==> src/include/sim_pkg.sv <==
// package: register map, field positions, timing constants and carrier structs
//
// Contract
// - hold static reset while supply is low
// - drive reset pin low during low-voltage reset
// - threshold low, medium or high from configuration
// - low-voltage reset enabled by configuration setting
// - warning uses lower falling than rising threshold
// - warning level readable live, read only
// - warning works only with low-voltage reset enabled
// - warning thresholds follow selected reset threshold
// - each warning flag change raises a request
// - no rising request within the reset delay
// - enable before crossing gives two requests
// - wait mode unaffected, warning wakes from wait
// - halt freezes register, no wake from halt
// - request reaches cpu only enabled and unmasked
// - enable bit 6 read/write, pending cleared on entry
// - warning flag bit 5, hardware read only
// - reset flag bit 4 set by low-voltage reset
// - low-voltage flag survives pin and watchdog resets
// - watchdog flag bit 0, cleared by low-voltage reset
// - flags encode last reset source
// - bit 7 reads zero, bits 3:1 reserved zero
package sim_pkg;

    localparam logic [7:0]  SIM_REG_IDX_CSR    = 8'h25;
    localparam logic [11:0] SIM_ADDR_CSR       = {2'h0, SIM_REG_IDX_CSR, 2'h0};
    localparam logic [11:0] SIM_ADDR_CFG       = 12'h100;
    localparam int          SIM_BIT_IRQ_EN     = 6;
    localparam int          SIM_BIT_WARN_FLAG  = 5;
    localparam int          SIM_BIT_LV_FLAG    = 4;
    localparam int          SIM_BIT_WDG_FLAG   = 0;
    localparam logic [7:0]  SIM_CSR_RESET      = 8'h00;
    localparam logic [7:0]  SIM_CSR_WMASK      = 8'h51;
    localparam logic [1:0]  SIM_RESP_OKAY      = 2'h0;
    localparam logic [1:0]  SIM_RESP_SLVERR    = 2'h2;
    localparam int          SIM_DELAY_SHORT    = 256;
    localparam int          SIM_DELAY_LONG     = 4096;
    localparam int          SIM_SYNC_STAGES    = 3;

    typedef enum logic [1:0] {SIM_THR_LOW, SIM_THR_MED, SIM_THR_HIGH, SIM_THR_RSVD} sim_thr_e;

    // non-volatile configuration latched at startup
    typedef struct packed {
        logic     lv_enable;
        sim_thr_e threshold;
        logic     long_delay;
    } sim_cfg_s;

    // raw analog comparator outputs (asynchronous)
    typedef struct packed {
        logic lv_below;
        logic warn_below;
    } sim_cmp_s;

    // cpu-side interrupt and power state hooks
    typedef struct packed {
        logic global_mask;
        logic isr_enter;
        logic in_wait;
        logic in_halt;
    } sim_cpu_s;

endpackage

==> src/rtl/sim_sync.sv <==
// three-flop synchroniser with agree-qualified output
module sim_sync #(
    parameter logic RESET_VAL = 1'b0
) (
    input  wire logic clk,
    input  wire logic rst_n,
    input  wire logic async_in,
    output logic      sync_out
);
    import sim_pkg::*;

    logic [SIM_SYNC_STAGES-1:0] stg_q;

    // shift chain; first stage feeds only the second
    always_ff @(posedge clk or negedge rst_n)
    begin
        if (!rst_n)
            stg_q <= {SIM_SYNC_STAGES{RESET_VAL}};
        else
            stg_q <= {stg_q[SIM_SYNC_STAGES-2:0], async_in};
    end

    // output changes only once stages two and three agree
    always_ff @(posedge clk or negedge rst_n)
    begin
        if (!rst_n)
            sync_out <= RESET_VAL;
        else if (stg_q[1] == stg_q[2])
            sync_out <= stg_q[2];
    end
endmodule

==> src/rtl/sim_top.sv <==
// supply integrity monitor: reset hold, warning interrupt, reset-source flags
//
// Chosen here: register access over AXI4-Lite.
module sim_top (
    input  wire logic             clk,
    input  wire logic             rst_n,
    input  wire sim_pkg::sim_cfg_s cfg,
    input  wire sim_pkg::sim_cmp_s cmp,
    input  wire sim_pkg::sim_cpu_s cpu,
    input  wire logic             wdg_reset,
    input  wire logic             pin_reset_n_i,
    output logic                  pin_reset_n_o,
    output logic                  pin_reset_n_oe,
    output logic                  sys_reset_n,
    output logic                  warn_irq,
    output logic                  wake_req,
    output sim_pkg::sim_thr_e     warn_thr_sel,
    output logic                  warn_cmp_en,
    input  wire logic [11:0]      s_axi_awaddr,
    input  wire logic             s_axi_awvalid,
    output logic                  s_axi_awready,
    input  wire logic [31:0]      s_axi_wdata,
    input  wire logic [3:0]       s_axi_wstrb,
    input  wire logic             s_axi_wvalid,
    output logic                  s_axi_wready,
    output logic [1:0]            s_axi_bresp,
    output logic                  s_axi_bvalid,
    input  wire logic             s_axi_bready,
    input  wire logic [11:0]      s_axi_araddr,
    input  wire logic             s_axi_arvalid,
    output logic                  s_axi_arready,
    output logic [31:0]           s_axi_rdata,
    output logic [1:0]            s_axi_rresp,
    output logic                  s_axi_rvalid,
    input  wire logic             s_axi_rready
);
    import sim_pkg::*;

    logic        lv_sync;
    logic        warn_sync;
    logic        pin_sync;
    logic        cfg_valid_q;
    sim_cfg_s    cfg_q;
    logic        lv_active;
    logic        warn_live;
    logic        warn_flag_q;
    logic        irq_en_q;
    logic        lv_flag_q;
    logic        wdg_flag_q;
    logic        pend_q;
    logic        lv_reset_q;
    logic        wdg_seen_q;
    logic [12:0] dly_cnt_q;
    logic        in_delay;
    logic        warn_edge;
    logic        en_rise;
    logic        frozen;
    logic        aw_hold_q;
    logic        w_hold_q;
    logic [11:0] awaddr_q;
    logic [31:0] wdata_q;
    logic [3:0]  wstrb_q;
    logic        wr_fire;
    logic        wr_hit;
    logic        cfg_hit;
    logic        rd_fire;
    logic [7:0]  csr_rd;
    logic [SIM_SYNC_STAGES+1:0] oe_hist_q;
    logic        ext_pin_rst;
    logic        csr_wr;

    // csr byte in its register layout; bit 7 and bits 3:1 read zero
    function automatic logic [7:0] csr_image(input logic ie, input logic wf,
                                             input logic lf, input logic df);
        logic [7:0] v;
        v = 8'h00;
        v[SIM_BIT_IRQ_EN]    = ie;
        v[SIM_BIT_WARN_FLAG] = wf;
        v[SIM_BIT_LV_FLAG]   = lf;
        v[SIM_BIT_WDG_FLAG]  = df;
        return v;
    endfunction

    // reload value of the post-reset delay counter
    function automatic logic [12:0] delay_load(input logic long_sel);
        return long_sel ? 13'(SIM_DELAY_LONG) : 13'(SIM_DELAY_SHORT);
    endfunction

    // comparator and pin inputs cross into the cpu clock domain;
    // the supply stage resets to good, the delay phase covers its latency
    sim_sync #(.RESET_VAL(1'b0)) u_sync_lv (
        .clk      (clk),
        .rst_n    (rst_n),
        .async_in (cmp.lv_below),
        .sync_out (lv_sync)
    );
    sim_sync #(.RESET_VAL(1'b0)) u_sync_warn (
        .clk      (clk),
        .rst_n    (rst_n),
        .async_in (cmp.warn_below),
        .sync_out (warn_sync)
    );
    sim_sync #(.RESET_VAL(1'b1)) u_sync_pin (
        .clk      (clk),
        .rst_n    (rst_n),
        .async_in (pin_reset_n_i),
        .sync_out (pin_sync)
    );

    // configuration captured once, the first cycle after reset release
    always_ff @(posedge clk or negedge rst_n)
    begin
        if (!rst_n)
        begin
            cfg_valid_q <= 1'b0;
            cfg_q       <= '0;
        end
        else if (!cfg_valid_q)
        begin
            cfg_valid_q <= 1'b1;
            cfg_q       <= cfg;
        end
    end

    // the analog block picks thresholds from the selected level
    assign warn_thr_sel = cfg_q.threshold;
    assign warn_cmp_en  = cfg_q.lv_enable;
    assign lv_active    = cfg_q.lv_enable & lv_sync;
    // hysteresis lives in the comparator; the synced output is the level
    assign warn_live    = cfg_q.lv_enable & warn_sync;

    // low-voltage reset latch and watchdog event capture
    always_ff @(posedge clk or negedge rst_n)
    begin
        if (!rst_n)
        begin
            lv_reset_q <= 1'b0;
            wdg_seen_q <= 1'b0;
        end
        else
        begin
            lv_reset_q <= lv_active;
            wdg_seen_q <= wdg_reset;
        end
    end

    // post-reset delay counter: 256 or 4096 cycles after any reset source
    // a source that is still active keeps restarting the full delay
    always_ff @(posedge clk or negedge rst_n)
    begin
        if (!rst_n)
            dly_cnt_q <= 13'(SIM_DELAY_LONG);
        else if (!cfg_valid_q)
            dly_cnt_q <= delay_load(cfg.long_delay);
        else if (lv_active || wdg_reset || ext_pin_rst)
            dly_cnt_q <= delay_load(cfg_q.long_delay);
        else if (dly_cnt_q != 13'h0000)
            dly_cnt_q <= dly_cnt_q - 13'h0001;
    end

    // delay phase also covers the cycle before the setting is captured
    assign in_delay = (dly_cnt_q != 13'h0000) | !cfg_valid_q;

    // static reset held for low supply, watchdog and the delay phase
    assign sys_reset_n    = !(lv_reset_q | in_delay);
    assign pin_reset_n_o  = 1'b0;
    assign pin_reset_n_oe = lv_reset_q | wdg_seen_q | in_delay;

    // the pin echoes our own pull back through its synchroniser, so a low
    // pin counts as an external reset only once that echo has died out
    always_ff @(posedge clk or negedge rst_n)
    begin
        if (!rst_n)
            oe_hist_q <= '1;
        else
            oe_hist_q <= {oe_hist_q[SIM_SYNC_STAGES:0], pin_reset_n_oe};
    end

    assign ext_pin_rst = !pin_sync && !pin_reset_n_oe && (oe_hist_q == '0);

    // halt freezes the register and blocks new requests
    assign frozen = cpu.in_halt;

    // warning flag follows the synced comparator, also in delay; held in halt only
    always_ff @(posedge clk or negedge rst_n)
    begin
        if (!rst_n)
            warn_flag_q <= 1'b0;
        else if (in_delay)
            warn_flag_q <= warn_live;
        else if (!frozen)
            warn_flag_q <= warn_live;
    end

    assign warn_edge = !in_delay && !frozen && (warn_flag_q != warn_live);
    // enabling while the flag is high raises a request at once; not in halt
    assign en_rise   = csr_wr && wdata_q[SIM_BIT_IRQ_EN] && !irq_en_q && warn_flag_q;

    // pending request: set on toggle or on enabling while flag is high
    always_ff @(posedge clk or negedge rst_n)
    begin
        if (!rst_n)
            pend_q <= 1'b0;
        else if (in_delay || !cfg_q.lv_enable)
            pend_q <= 1'b0;
        else if (irq_en_q && warn_edge)
            pend_q <= 1'b1; // set wins over clear
        else if (en_rise)
            pend_q <= 1'b1;
        else if (cpu.isr_enter)
            pend_q <= 1'b0;
    end

    // request to the cpu and wake from wait
    assign warn_irq = pend_q & irq_en_q & !cpu.global_mask;
    assign wake_req = pend_q & irq_en_q & cpu.in_wait & !cpu.in_halt;

    // interrupt enable bit: software read/write, frozen in halt
    always_ff @(posedge clk or negedge rst_n)
    begin
        if (!rst_n)
            irq_en_q <= SIM_CSR_RESET[SIM_BIT_IRQ_EN];
        else if (in_delay)
            irq_en_q <= 1'b0;
        else if (csr_wr)
            irq_en_q <= wdata_q[SIM_BIT_IRQ_EN];
    end

    // reset-source flags survive the block reset domain of the cpu
    always_ff @(posedge clk or negedge rst_n)
    begin
        if (!rst_n)
            lv_flag_q <= SIM_CSR_RESET[SIM_BIT_LV_FLAG];
        else if (lv_active)
            lv_flag_q <= 1'b1;
        else if (csr_wr && !wdata_q[SIM_BIT_LV_FLAG])
            lv_flag_q <= 1'b0;
    end

    // watchdog flag: set by watchdog, cleared by pin, low supply or software
    always_ff @(posedge clk or negedge rst_n)
    begin
        if (!rst_n)
            wdg_flag_q <= SIM_CSR_RESET[SIM_BIT_WDG_FLAG];
        else if (lv_active)
            wdg_flag_q <= 1'b0;
        else if (wdg_reset)
            wdg_flag_q <= 1'b1;
        else if (ext_pin_rst)
            wdg_flag_q <= 1'b0;
        else if (csr_wr && !wdata_q[SIM_BIT_WDG_FLAG])
            wdg_flag_q <= 1'b0;
    end

    // write channel: address and data accepted independently
    assign s_axi_awready = !aw_hold_q && !s_axi_bvalid;
    assign s_axi_wready  = !w_hold_q && !s_axi_bvalid;
    assign wr_fire = aw_hold_q && w_hold_q;
    assign wr_hit  = wr_fire && (awaddr_q == SIM_ADDR_CSR);
    assign cfg_hit = wr_fire && (awaddr_q == SIM_ADDR_CFG);

    // register write decode; halt freezes the register against software
    assign csr_wr  = wr_hit && wstrb_q[0] && !frozen;

    always_ff @(posedge clk or negedge rst_n)
    begin
        if (!rst_n)
        begin
            aw_hold_q <= 1'b0;
            awaddr_q  <= 12'h000;
        end
        else if (s_axi_awvalid && s_axi_awready)
        begin
            aw_hold_q <= 1'b1;
            awaddr_q  <= s_axi_awaddr;
        end
        else if (wr_fire)
            aw_hold_q <= 1'b0;
    end

    always_ff @(posedge clk or negedge rst_n)
    begin
        if (!rst_n)
        begin
            w_hold_q <= 1'b0;
            wdata_q  <= 32'h0000_0000;
            wstrb_q  <= 4'h0;
        end
        else if (s_axi_wvalid && s_axi_wready)
        begin
            w_hold_q <= 1'b1;
            wdata_q  <= s_axi_wdata;
            wstrb_q  <= s_axi_wstrb;
        end
        else if (wr_fire)
            w_hold_q <= 1'b0;
    end

    // write response one cycle after both halves are held
    always_ff @(posedge clk or negedge rst_n)
    begin
        if (!rst_n)
        begin
            s_axi_bvalid <= 1'b0;
            s_axi_bresp  <= SIM_RESP_OKAY;
        end
        else if (wr_fire)
        begin
            s_axi_bvalid <= 1'b1;
            s_axi_bresp  <= (wr_hit || cfg_hit) ? SIM_RESP_OKAY : SIM_RESP_SLVERR;
        end
        else if (s_axi_bready)
            s_axi_bvalid <= 1'b0;
    end

    // read channel: one outstanding read, data registered
    assign s_axi_arready = !s_axi_rvalid;
    assign rd_fire = s_axi_arvalid && s_axi_arready;
    assign csr_rd  = csr_image(irq_en_q, warn_flag_q, lv_flag_q, wdg_flag_q);

    always_ff @(posedge clk or negedge rst_n)
    begin
        if (!rst_n)
        begin
            s_axi_rvalid <= 1'b0;
            s_axi_rdata  <= 32'h0000_0000;
            s_axi_rresp  <= SIM_RESP_OKAY;
        end
        else if (rd_fire)
        begin
            s_axi_rvalid <= 1'b1;
            if (s_axi_araddr == SIM_ADDR_CSR)
            begin
                s_axi_rdata <= {24'h000000, csr_rd};
                s_axi_rresp <= SIM_RESP_OKAY;
            end
            else if (s_axi_araddr == SIM_ADDR_CFG)
            begin
                s_axi_rdata <= {24'h000000, 3'h0, warn_sync, 4'h0} | 32'(cfg_q);
                s_axi_rresp <= SIM_RESP_OKAY;
            end
            else
            begin
                s_axi_rdata <= 32'h0000_0000;
                s_axi_rresp <= SIM_RESP_SLVERR;
            end
        end
        else if (s_axi_rready)
            s_axi_rvalid <= 1'b0;
    end
endmodule

==> config.mk <==
export PLATFORM = sky130hd
export DESIGN_NAME = sim_top
export DESIGN_NICKNAME = d
export VERILOG_FILES = /design/src/include/sim_pkg.sv /design/src/rtl/sim_sync.sv /design/src/rtl/sim_top.sv
export SDC_FILE = /design/constraint.sdc
export NUM_CORES = 1
export LEC_CHECK = 0
export ABC_AREA = 1
export BUFFER_PORTS_ARGS = -buffer_cell sky130_fd_sc_hd__buf_2
export CAP_MARGIN = 5
export CORE_ASPECT_RATIO = 1.2
export CORE_UTILIZATION = 53
export DETAILED_ROUTE_END_ITERATION = 8
export GPL_ROUTABILITY_DRIVEN = 0
export PLACE_DENSITY = 0.92
export SLEW_MARGIN = 20
export SYNTH_ARGS = -nofsm -noshare
export SYNTH_HDL_FRONTEND = slang
export SYNTH_SLANG_ARGS = --single-unit
==> constraint.sdc <==
create_clock -name clk -period 4.45 [get_ports clk]
set_input_delay 0 -clock clk [delete_from_list [all_inputs] [get_ports clk]]
set_output_delay 0 -clock clk [all_outputs]
set_load 0.01 [all_outputs]
==> flow_metrics.env, run 1 <==
export IMPL_power_static_leakage_nw=2.052
export IMPL_synth_compound_gate_area_share_pct=5.208
export IMPL_grt_max_degree=72
export IMPL_slew_limit_headroom_pct=43.35
export IMPL_row_count=31
export IMPL_rsz0062_at_grt="false"
export IMPL_grt_use_total_pct=23.12
export IMPL_power_density_nw_per_um2=448.3
export IMPL_fin_cells=529
export IMPL_fin_util_pct=68.32
export IMPL_finalCritPeriodShare_pct=41.66
export IMPL_drt_pre_antenna_iters=4
export IMPL_hp_class="in2reg"
export IMPL_r2r_start="dly_cnt_q[0]"
export IMPL_fmax_mhz=539.4
export IMPL_core_area_sq_um=6051
export IMPL_yosys_area_top_type_share_pct=46.04
export IMPL_synthTopCellsByArea="dfrtp_1, dfstp_2, buf_4"
export IMPL_synth_xor_area_share_pct=1.321
export IMPL_ys_ff_latch=71
export IMPL_grt_overflow_total=0
export IMPL_slew_violations=0
export IMPL_synth_top_family_by_area="simple AND/OR/NAND/NOR gates"
export IMPL_place_ws_ns=2.809
export IMPL_crit_start="dly_cnt_q[0]"
export IMPL_synth_ff_type="dfrtp_1"
export IMPL_synth_area_leader_cell="dfrtp_1"
export IMPL_muxShareOfSynthArea_pct=4.755
export IMPL_syn_inst=341
export IMPL_worstPathRequired_ns=4.45
export IMPL_cts_tree="built"
export IMPL_setup_ws_ns=2.596
export IMPL_num_io_pins=128
export IMPL_vias_per_cell=4.890
export IMPL_cp_max_fo=5
export IMPL_grt_pass1_wl_mm=11.24
export IMPL_syn_to_final_growth_pct=24.68
export IMPL_drv_cap=0
export IMPL_cp_start_kind="register"
export IMPL_hold_worst_slack_ns=0.02536
export IMPL_final_nets=523
export IMPL_cts_buffers=9
export IMPL_yosysSeqAreaShare_pct=53.96
export IMPL_grt_pass1_vias=2634
export IMPL_finalSetupViolCount=0
export IMPL_clkSinkCount=71
export IMPL_status="complete, no violations"
export IMPL_die_y_microns=88.65
export IMPL_async_reset_ff_share_pct=100.0
export IMPL_drive_above_1_share_pct=28.41
export IMPL_hold_viol=0
export IMPL_finalCriticalPeriod_ns=1.854
export IMPL_critPathKind="reg2out"
export IMPL_ir_drop_uv=370.4
export IMPL_yosysUniqueCellTypes=36
export IMPL_cts_buffer_depth=2
export IMPL_wirelength_mm=6.821
export IMPL_portBuffers=67
export IMPL_tns_ns=0
export IMPL_start_util_pct=54.80
export IMPL_worst_r2r_cell_count=9
export IMPL_vias=2587
export IMPL_synth_area_per_cell_sq_um=9.723
export IMPL_clk_pin_slew_ns=0.08
export IMPL_wl_per_cell_microns=12.89
export IMPL_synth_area_sq_um=3316
export IMPL_min_path_cells=4
export IMPL_min_from="cpu[0]"
export IMPL_dieArea_sq_um=6578
export IMPL_postCtsHoldBufs=28
export IMPL_arrival_ns=1.85
export IMPL_endpoint_kind="output port"
export IMPL_cts_setup_buffers=0
export IMPL_rr_endpoint="dly_cnt_q[0]"
export IMPL_r2r_slack_ns=2.81
export IMPL_synth_commonest_cells="dfrtp_1, nand2_1, nor2_1"
export IMPL_tightest_slew_ns=0.8497
export IMPL_synthAdderAreaFrac_pct=1.660
export IMPL_htreeDepth=3
export IMPL_cts_root_buf="clkbuf_8"
export IMPL_die_x_microns=74.21
export IMPL_synth_warnings=0
export IMPL_place_hpwl_mm=4.612
export IMPL_antenna_found_initial=0
export IMPL_post_cts_resized=0
export IMPL_drtIter0Drc=120
export IMPL_insertion_delay_ns=0.35
export IMPL_fin_skew_ns=0.009229
export IMPL_placed_cells_incl_taps=485
export IMPL_antennaDiodeCount=0
export IMPL_hold_path_end="pend_q"
export IMPL_synth_most_common_cell="dfrtp_1"
export IMPL_synth_edf_count=0
export IMPL_yosys_area_share_simple_pct=21.74
export IMPL_final_antenna_net_count=0
export IMPL_drc=0
-- power breakdown --
group,switching (mW),internal (mW)
clock network,0.246,0.335
logic,0.235,0.181
registers,0.0850,0.772
-- cell type report --
cell class                 count  area, sq um
sequential                    71         1789
tap                           82        102.6
inverter                      35        131.4
fill                         461         1917
timing repair buffer          96        623.1
clock buffer                  10        137.6
multi-input combinational    229         1259
clock inverter                 6        91.34
-- registers in the layout, summed over array words and instances (netlist names), 2 cells and up --
name               cells
dly_cnt_q             13
wdata_q                3
u_sync_lv.stg_q        3
awaddr_q              12
oe_hist_q              5
u_sync_pin.stg_q       3
u_sync_warn.stg_q      3
s_axi_rdata            7
warn_thr_sel           2
-- worst max-delay path, cell delays in order (launching register included) --
cell	delay [ns]
dfrtp_1	0.40
inv_1	0.13
ha_1	0.22
nand3_2	0.12
nor2_1	0.15
nand3_2	0.17
inv_2	0.09
nand2_1	0.07
buf_2	0.15
-- cell families after synthesis --
group	after synthesis
simple gates	145
other cells	2
compound gates	31
flops	71
mux	14
buf+inv	68
xor+xnor	5
fa+ha+maj	5
-- placed cells by master (no fill, tap or decap), drive strengths merged, types with 7 or more instances in the layout --
master	count
o21ai	17
inv	37
dfstp	10
dlygate4sd3	28
buf	68
dfrtp	61
clkbuf	10
mux2	14
nor3	9
nor2	45
nand2	55
nand4	7
conb	29
nand3	23
a21oi	7
-- routing by layer --
layer	track usage (%)	vias to the layer above	part of all wire, %
met2	43.14	89	54
met4	11.36	0	1.9
li1	-	1256	-
met3	4.214	11	4.4
met5	0	-	0
met1	24.64	1231	39
-- through the flow --
stage               total power [mW]  cell area, sq um
finish                         1.853              4134
global route                   1.953              4134
CTS                            1.856              4134
detailed placement             1.256              3625
global placement               1.226              3625
floorplan                      1.146              3417
-- worst max path at each step --
| stage | end | slack, ns | depth (start not counted) |
|---|---|---|---|
| after floorplan | awaddr_q[10] | 3.00 | 4 |
| after global placement | dly_cnt_q[0] | 2.89 | 9 |
| after detailed placement | dly_cnt_q[0] | 2.81 | 9 |
| after CTS | pin_reset_n_oe | 2.57 | 8 |
| after global routing | pin_reset_n_oe | 2.44 | 8 |
| final | pin_reset_n_oe | 2.60 | 8 |
Note: power is estimated with default switching activity, not from simulation.
==> run 2: changes to the inputs <==
--- a/config.mk
+++ b/config.mk
@@ -9,10 +9,10 @@
 export BUFFER_PORTS_ARGS = -buffer_cell sky130_fd_sc_hd__buf_2
 export CAP_MARGIN = 5
 export CORE_ASPECT_RATIO = 1.2
-export CORE_UTILIZATION = 53
+export CORE_UTILIZATION = 49
 export DETAILED_ROUTE_END_ITERATION = 8
 export GPL_ROUTABILITY_DRIVEN = 0
-export PLACE_DENSITY = 0.92
+export PLACE_DENSITY = 0.86
 export SLEW_MARGIN = 20
 export SYNTH_ARGS = -nofsm -noshare
 export SYNTH_HDL_FRONTEND = slang
==> constraint.sdc (replaced) <==
create_clock -name clk -period 1.78 [get_ports clk]
set_input_delay 0 -clock clk [delete_from_list [all_inputs] [get_ports clk]]
set_output_delay 0 -clock clk [all_outputs]
set_load 0.01 [all_outputs]
==> run 2 against run 1 <==
  * Critical path depth unchanged
  * Worst hold slack worse by 0.0061 ns
  * Non-clock buffer count up 6
  * Via count up 2.7%
==> flow_metrics.env, run 2 (same netlist as run 1, synthesis figures left out) <==
export IMPL_r2r_slack_ns=0.11
export IMPL_start_util_pct=51.12
export IMPL_vias=2656
export IMPL_p_clk_share_pct=30.4
export IMPL_portBuffers=67
export IMPL_grt_use_total_pct=21.63
export IMPL_fmax_mhz=589.6
export IMPL_r2r_start="dly_cnt_q[0]"
export IMPL_grt_pass1_vias=2629
export IMPL_seq_power_share_pct=46.2
export IMPL_die_y_microns=92.11
export IMPL_wirelength_mm=6.883
export IMPL_cp_max_fo=4
export IMPL_finalSetupViolCount=0
export IMPL_num_io_pins=128
export IMPL_rsz0062_at_grt="false"
export IMPL_row_count=32
export IMPL_combPwrFrac_pct=23.3
export IMPL_grt_pass1_wl_mm=11.75
export IMPL_core_area_sq_um=6486
export IMPL_crit_family="simple AND/OR/NAND/NOR gates"
export IMPL_antenna_found_initial=0
export IMPL_slew_limit_headroom_pct=63.50
export IMPL_drc=0
export IMPL_critPathBufInv=3
export IMPL_crit_end="pin_reset_n_oe"
export IMPL_final_antenna_net_count=0
export IMPL_rr_endpoint="dly_cnt_q[8]"
export IMPL_grt_overflow_total=0
export IMPL_swShare_pct=30.46
export IMPL_antennaDiodeCount=0
export IMPL_cp_start_kind="register"
export IMPL_regArea_sq_um=1789
export IMPL_final_common_cell="buf_2"
export IMPL_finalCriticalPeriod_ns=1.696
export IMPL_clk_pin_slew_ns=0.07
export IMPL_total_power_mw=4.624
export IMPL_cts_buffers=9
export IMPL_endpoint_kind="output port"
export IMPL_multi_input_area_sq_um=1299
export IMPL_status="complete, no violations"
export IMPL_hold_viol=0
export IMPL_die_x_microns=77.09
export IMPL_cts_buffer_depth=2
export IMPL_crit_cells=8
export IMPL_cts_root_buf="clkbuf_8"
export IMPL_cts_tree="built"
export IMPL_power_density_nw_per_um2=1092
export IMPL_finalCritPeriodShare_pct=95.28
export IMPL_clkSinkCount=71
export IMPL_insertion_delay_ns=0.35
export IMPL_critPathKind="reg2out"
export IMPL_top_regs="dly_cnt_q x13, awaddr_q x12, s_axi_rdata x7"
export IMPL_internal_power_mw=3.215
export IMPL_cp_slowest_stage_delay_ns=0.41
export IMPL_top_register="dly_cnt_q"
export IMPL_worst_r2r_cell_count=9
export IMPL_hp_class="in2reg"
export IMPL_drtIter0Drc=147
export IMPL_crit_chain="inv_2 > ha_4 > nand3_4 > nor2_4 > nand3_4 > inv_2 > nand2_1 > buf_2"
export IMPL_tns_ns=0
export IMPL_drt_pre_antenna_iters=4
export IMPL_place_hpwl_mm=4.601
export IMPL_mostFrequentLayoutCells="buf_2, dfrtp_1, nand2_1"
export IMPL_largest_reg_flops=13
export IMPL_worstPathRequired_ns=1.78
export IMPL_arrival_ns=1.70
export IMPL_p_sw_mw=1.408
export IMPL_final_nets=529
export IMPL_fillers=512
export IMPL_htreeDepth=3
export IMPL_drive_above_1_share_pct=30.68
export IMPL_slew_violations=0
export IMPL_tightest_slew_ns=0.5461
export IMPL_vias_per_cell=4.937
export IMPL_power_static_leakage_nw=2.084
export IMPL_drv_cap=0
export IMPL_wl_per_cell_microns=12.79
export IMPL_slowest_stage="dfrtp_1"
export IMPL_grt_max_degree=72
export IMPL_syn_to_final_growth_pct=27.66
export IMPL_crit_start="dly_cnt_q[0]"
export IMPL_fin_skew_ns=0.006564
export IMPL_dieArea_sq_um=7101
export IMPL_ir_drop_uv=829.8
## run 2: changes by cell type in the layout (fill, tap and decap cells not counted), moves of 2 or more
cell,delta
inv_2,+2
nand3_4,+2
buf_4,+5
clkbuf_8,+3
nor2_2,+2
inv_1,-2
nor2_1,-3
nand3_2,-2
## run 2: worst min-delay path by stage
stage | startpoint | to | slack (ns) | depth (start not counted)
after floorplan | rst_n | aw_hold_q | -0.30 | 0
after global placement | rst_n | wstrb_q[0] | 0.05 | 2
after detailed placement | rst_n | u_sync_lv.stg_q[0] | 0.05 | 2
after CTS | cpu[0] | pend_q | 0.008 | 4
after global routing | cpu[0] | pend_q | 0.01 | 4
final | cpu[0] | pend_q | 0.02 | 4
## run 2: layout make-up
type	count	area share, %
flip-flops and latches	71	42.27
multi-input cells	229	30.68
repair buffers	102	16.08
clock buffers	13	4.227
inverters	35	3.104
well taps	85	2.513
clock inverters	3	1.123
## run 2: repair_timing
item                                    CTS  global route
pin swaps                                 1             1
hold buffers                             28             0
gates resized for setup                   4             6
setup buffers                             3             1
endpoints found under the setup margin    2            10
gates cloned                              0             0
hold endpoints to repair                101             0
## run 2: power groups by stage
stage | logic, mW | registers, mW | clock network (mW)
5_1_grt | 1.21 | 2.18 | 1.49
2_1_floorplan | 0.746 | 2.12 | 0
6_report | 1.08 | 2.14 | 1.41
3_5_place_dp | 0.993 | 2.15 | 0
4_1_cts | 1.06 | 2.13 | 1.44
3_3_place_gp | 0.940 | 2.14 | 0
## run 2: worst min-delay path: stages
cell and delay, ns:
buf_2 0.12, nor2_1 0.05, nand3_1 0.08, a31oi_1 0.08
## run 2: through the flow
step / setup WS (ns) / util [%] / hold WS [ns] / area [sq um] / cells
final: 0.08400 / 65.26 / 0.01931 / 4233 / 538
after global routing: 0.01176 / 65.26 / 0.01230 / 4233 / 538
after CTS: 0.01776 / 64.64 / 0.008462 / 4193 / 537
after detailed placement: 0.1226 / 56.37 / 0.05377 / 3656 / 490
after global placement: 0.2261 / 56.37 / 0.04802 / 3656 / 490
after floorplan: 0.3330 / - / -0.2956 / 3417 / 368
## run 2: routing by layer
metal  vias up  part of all wire [%]  track usage (%)
li1       1267                     -                -
met1      1265                    42            24.77
met2       105                    50            37.13
met3        19                   5.8            6.070
met4         0                   2.8            10.38
met5         -                     0                0
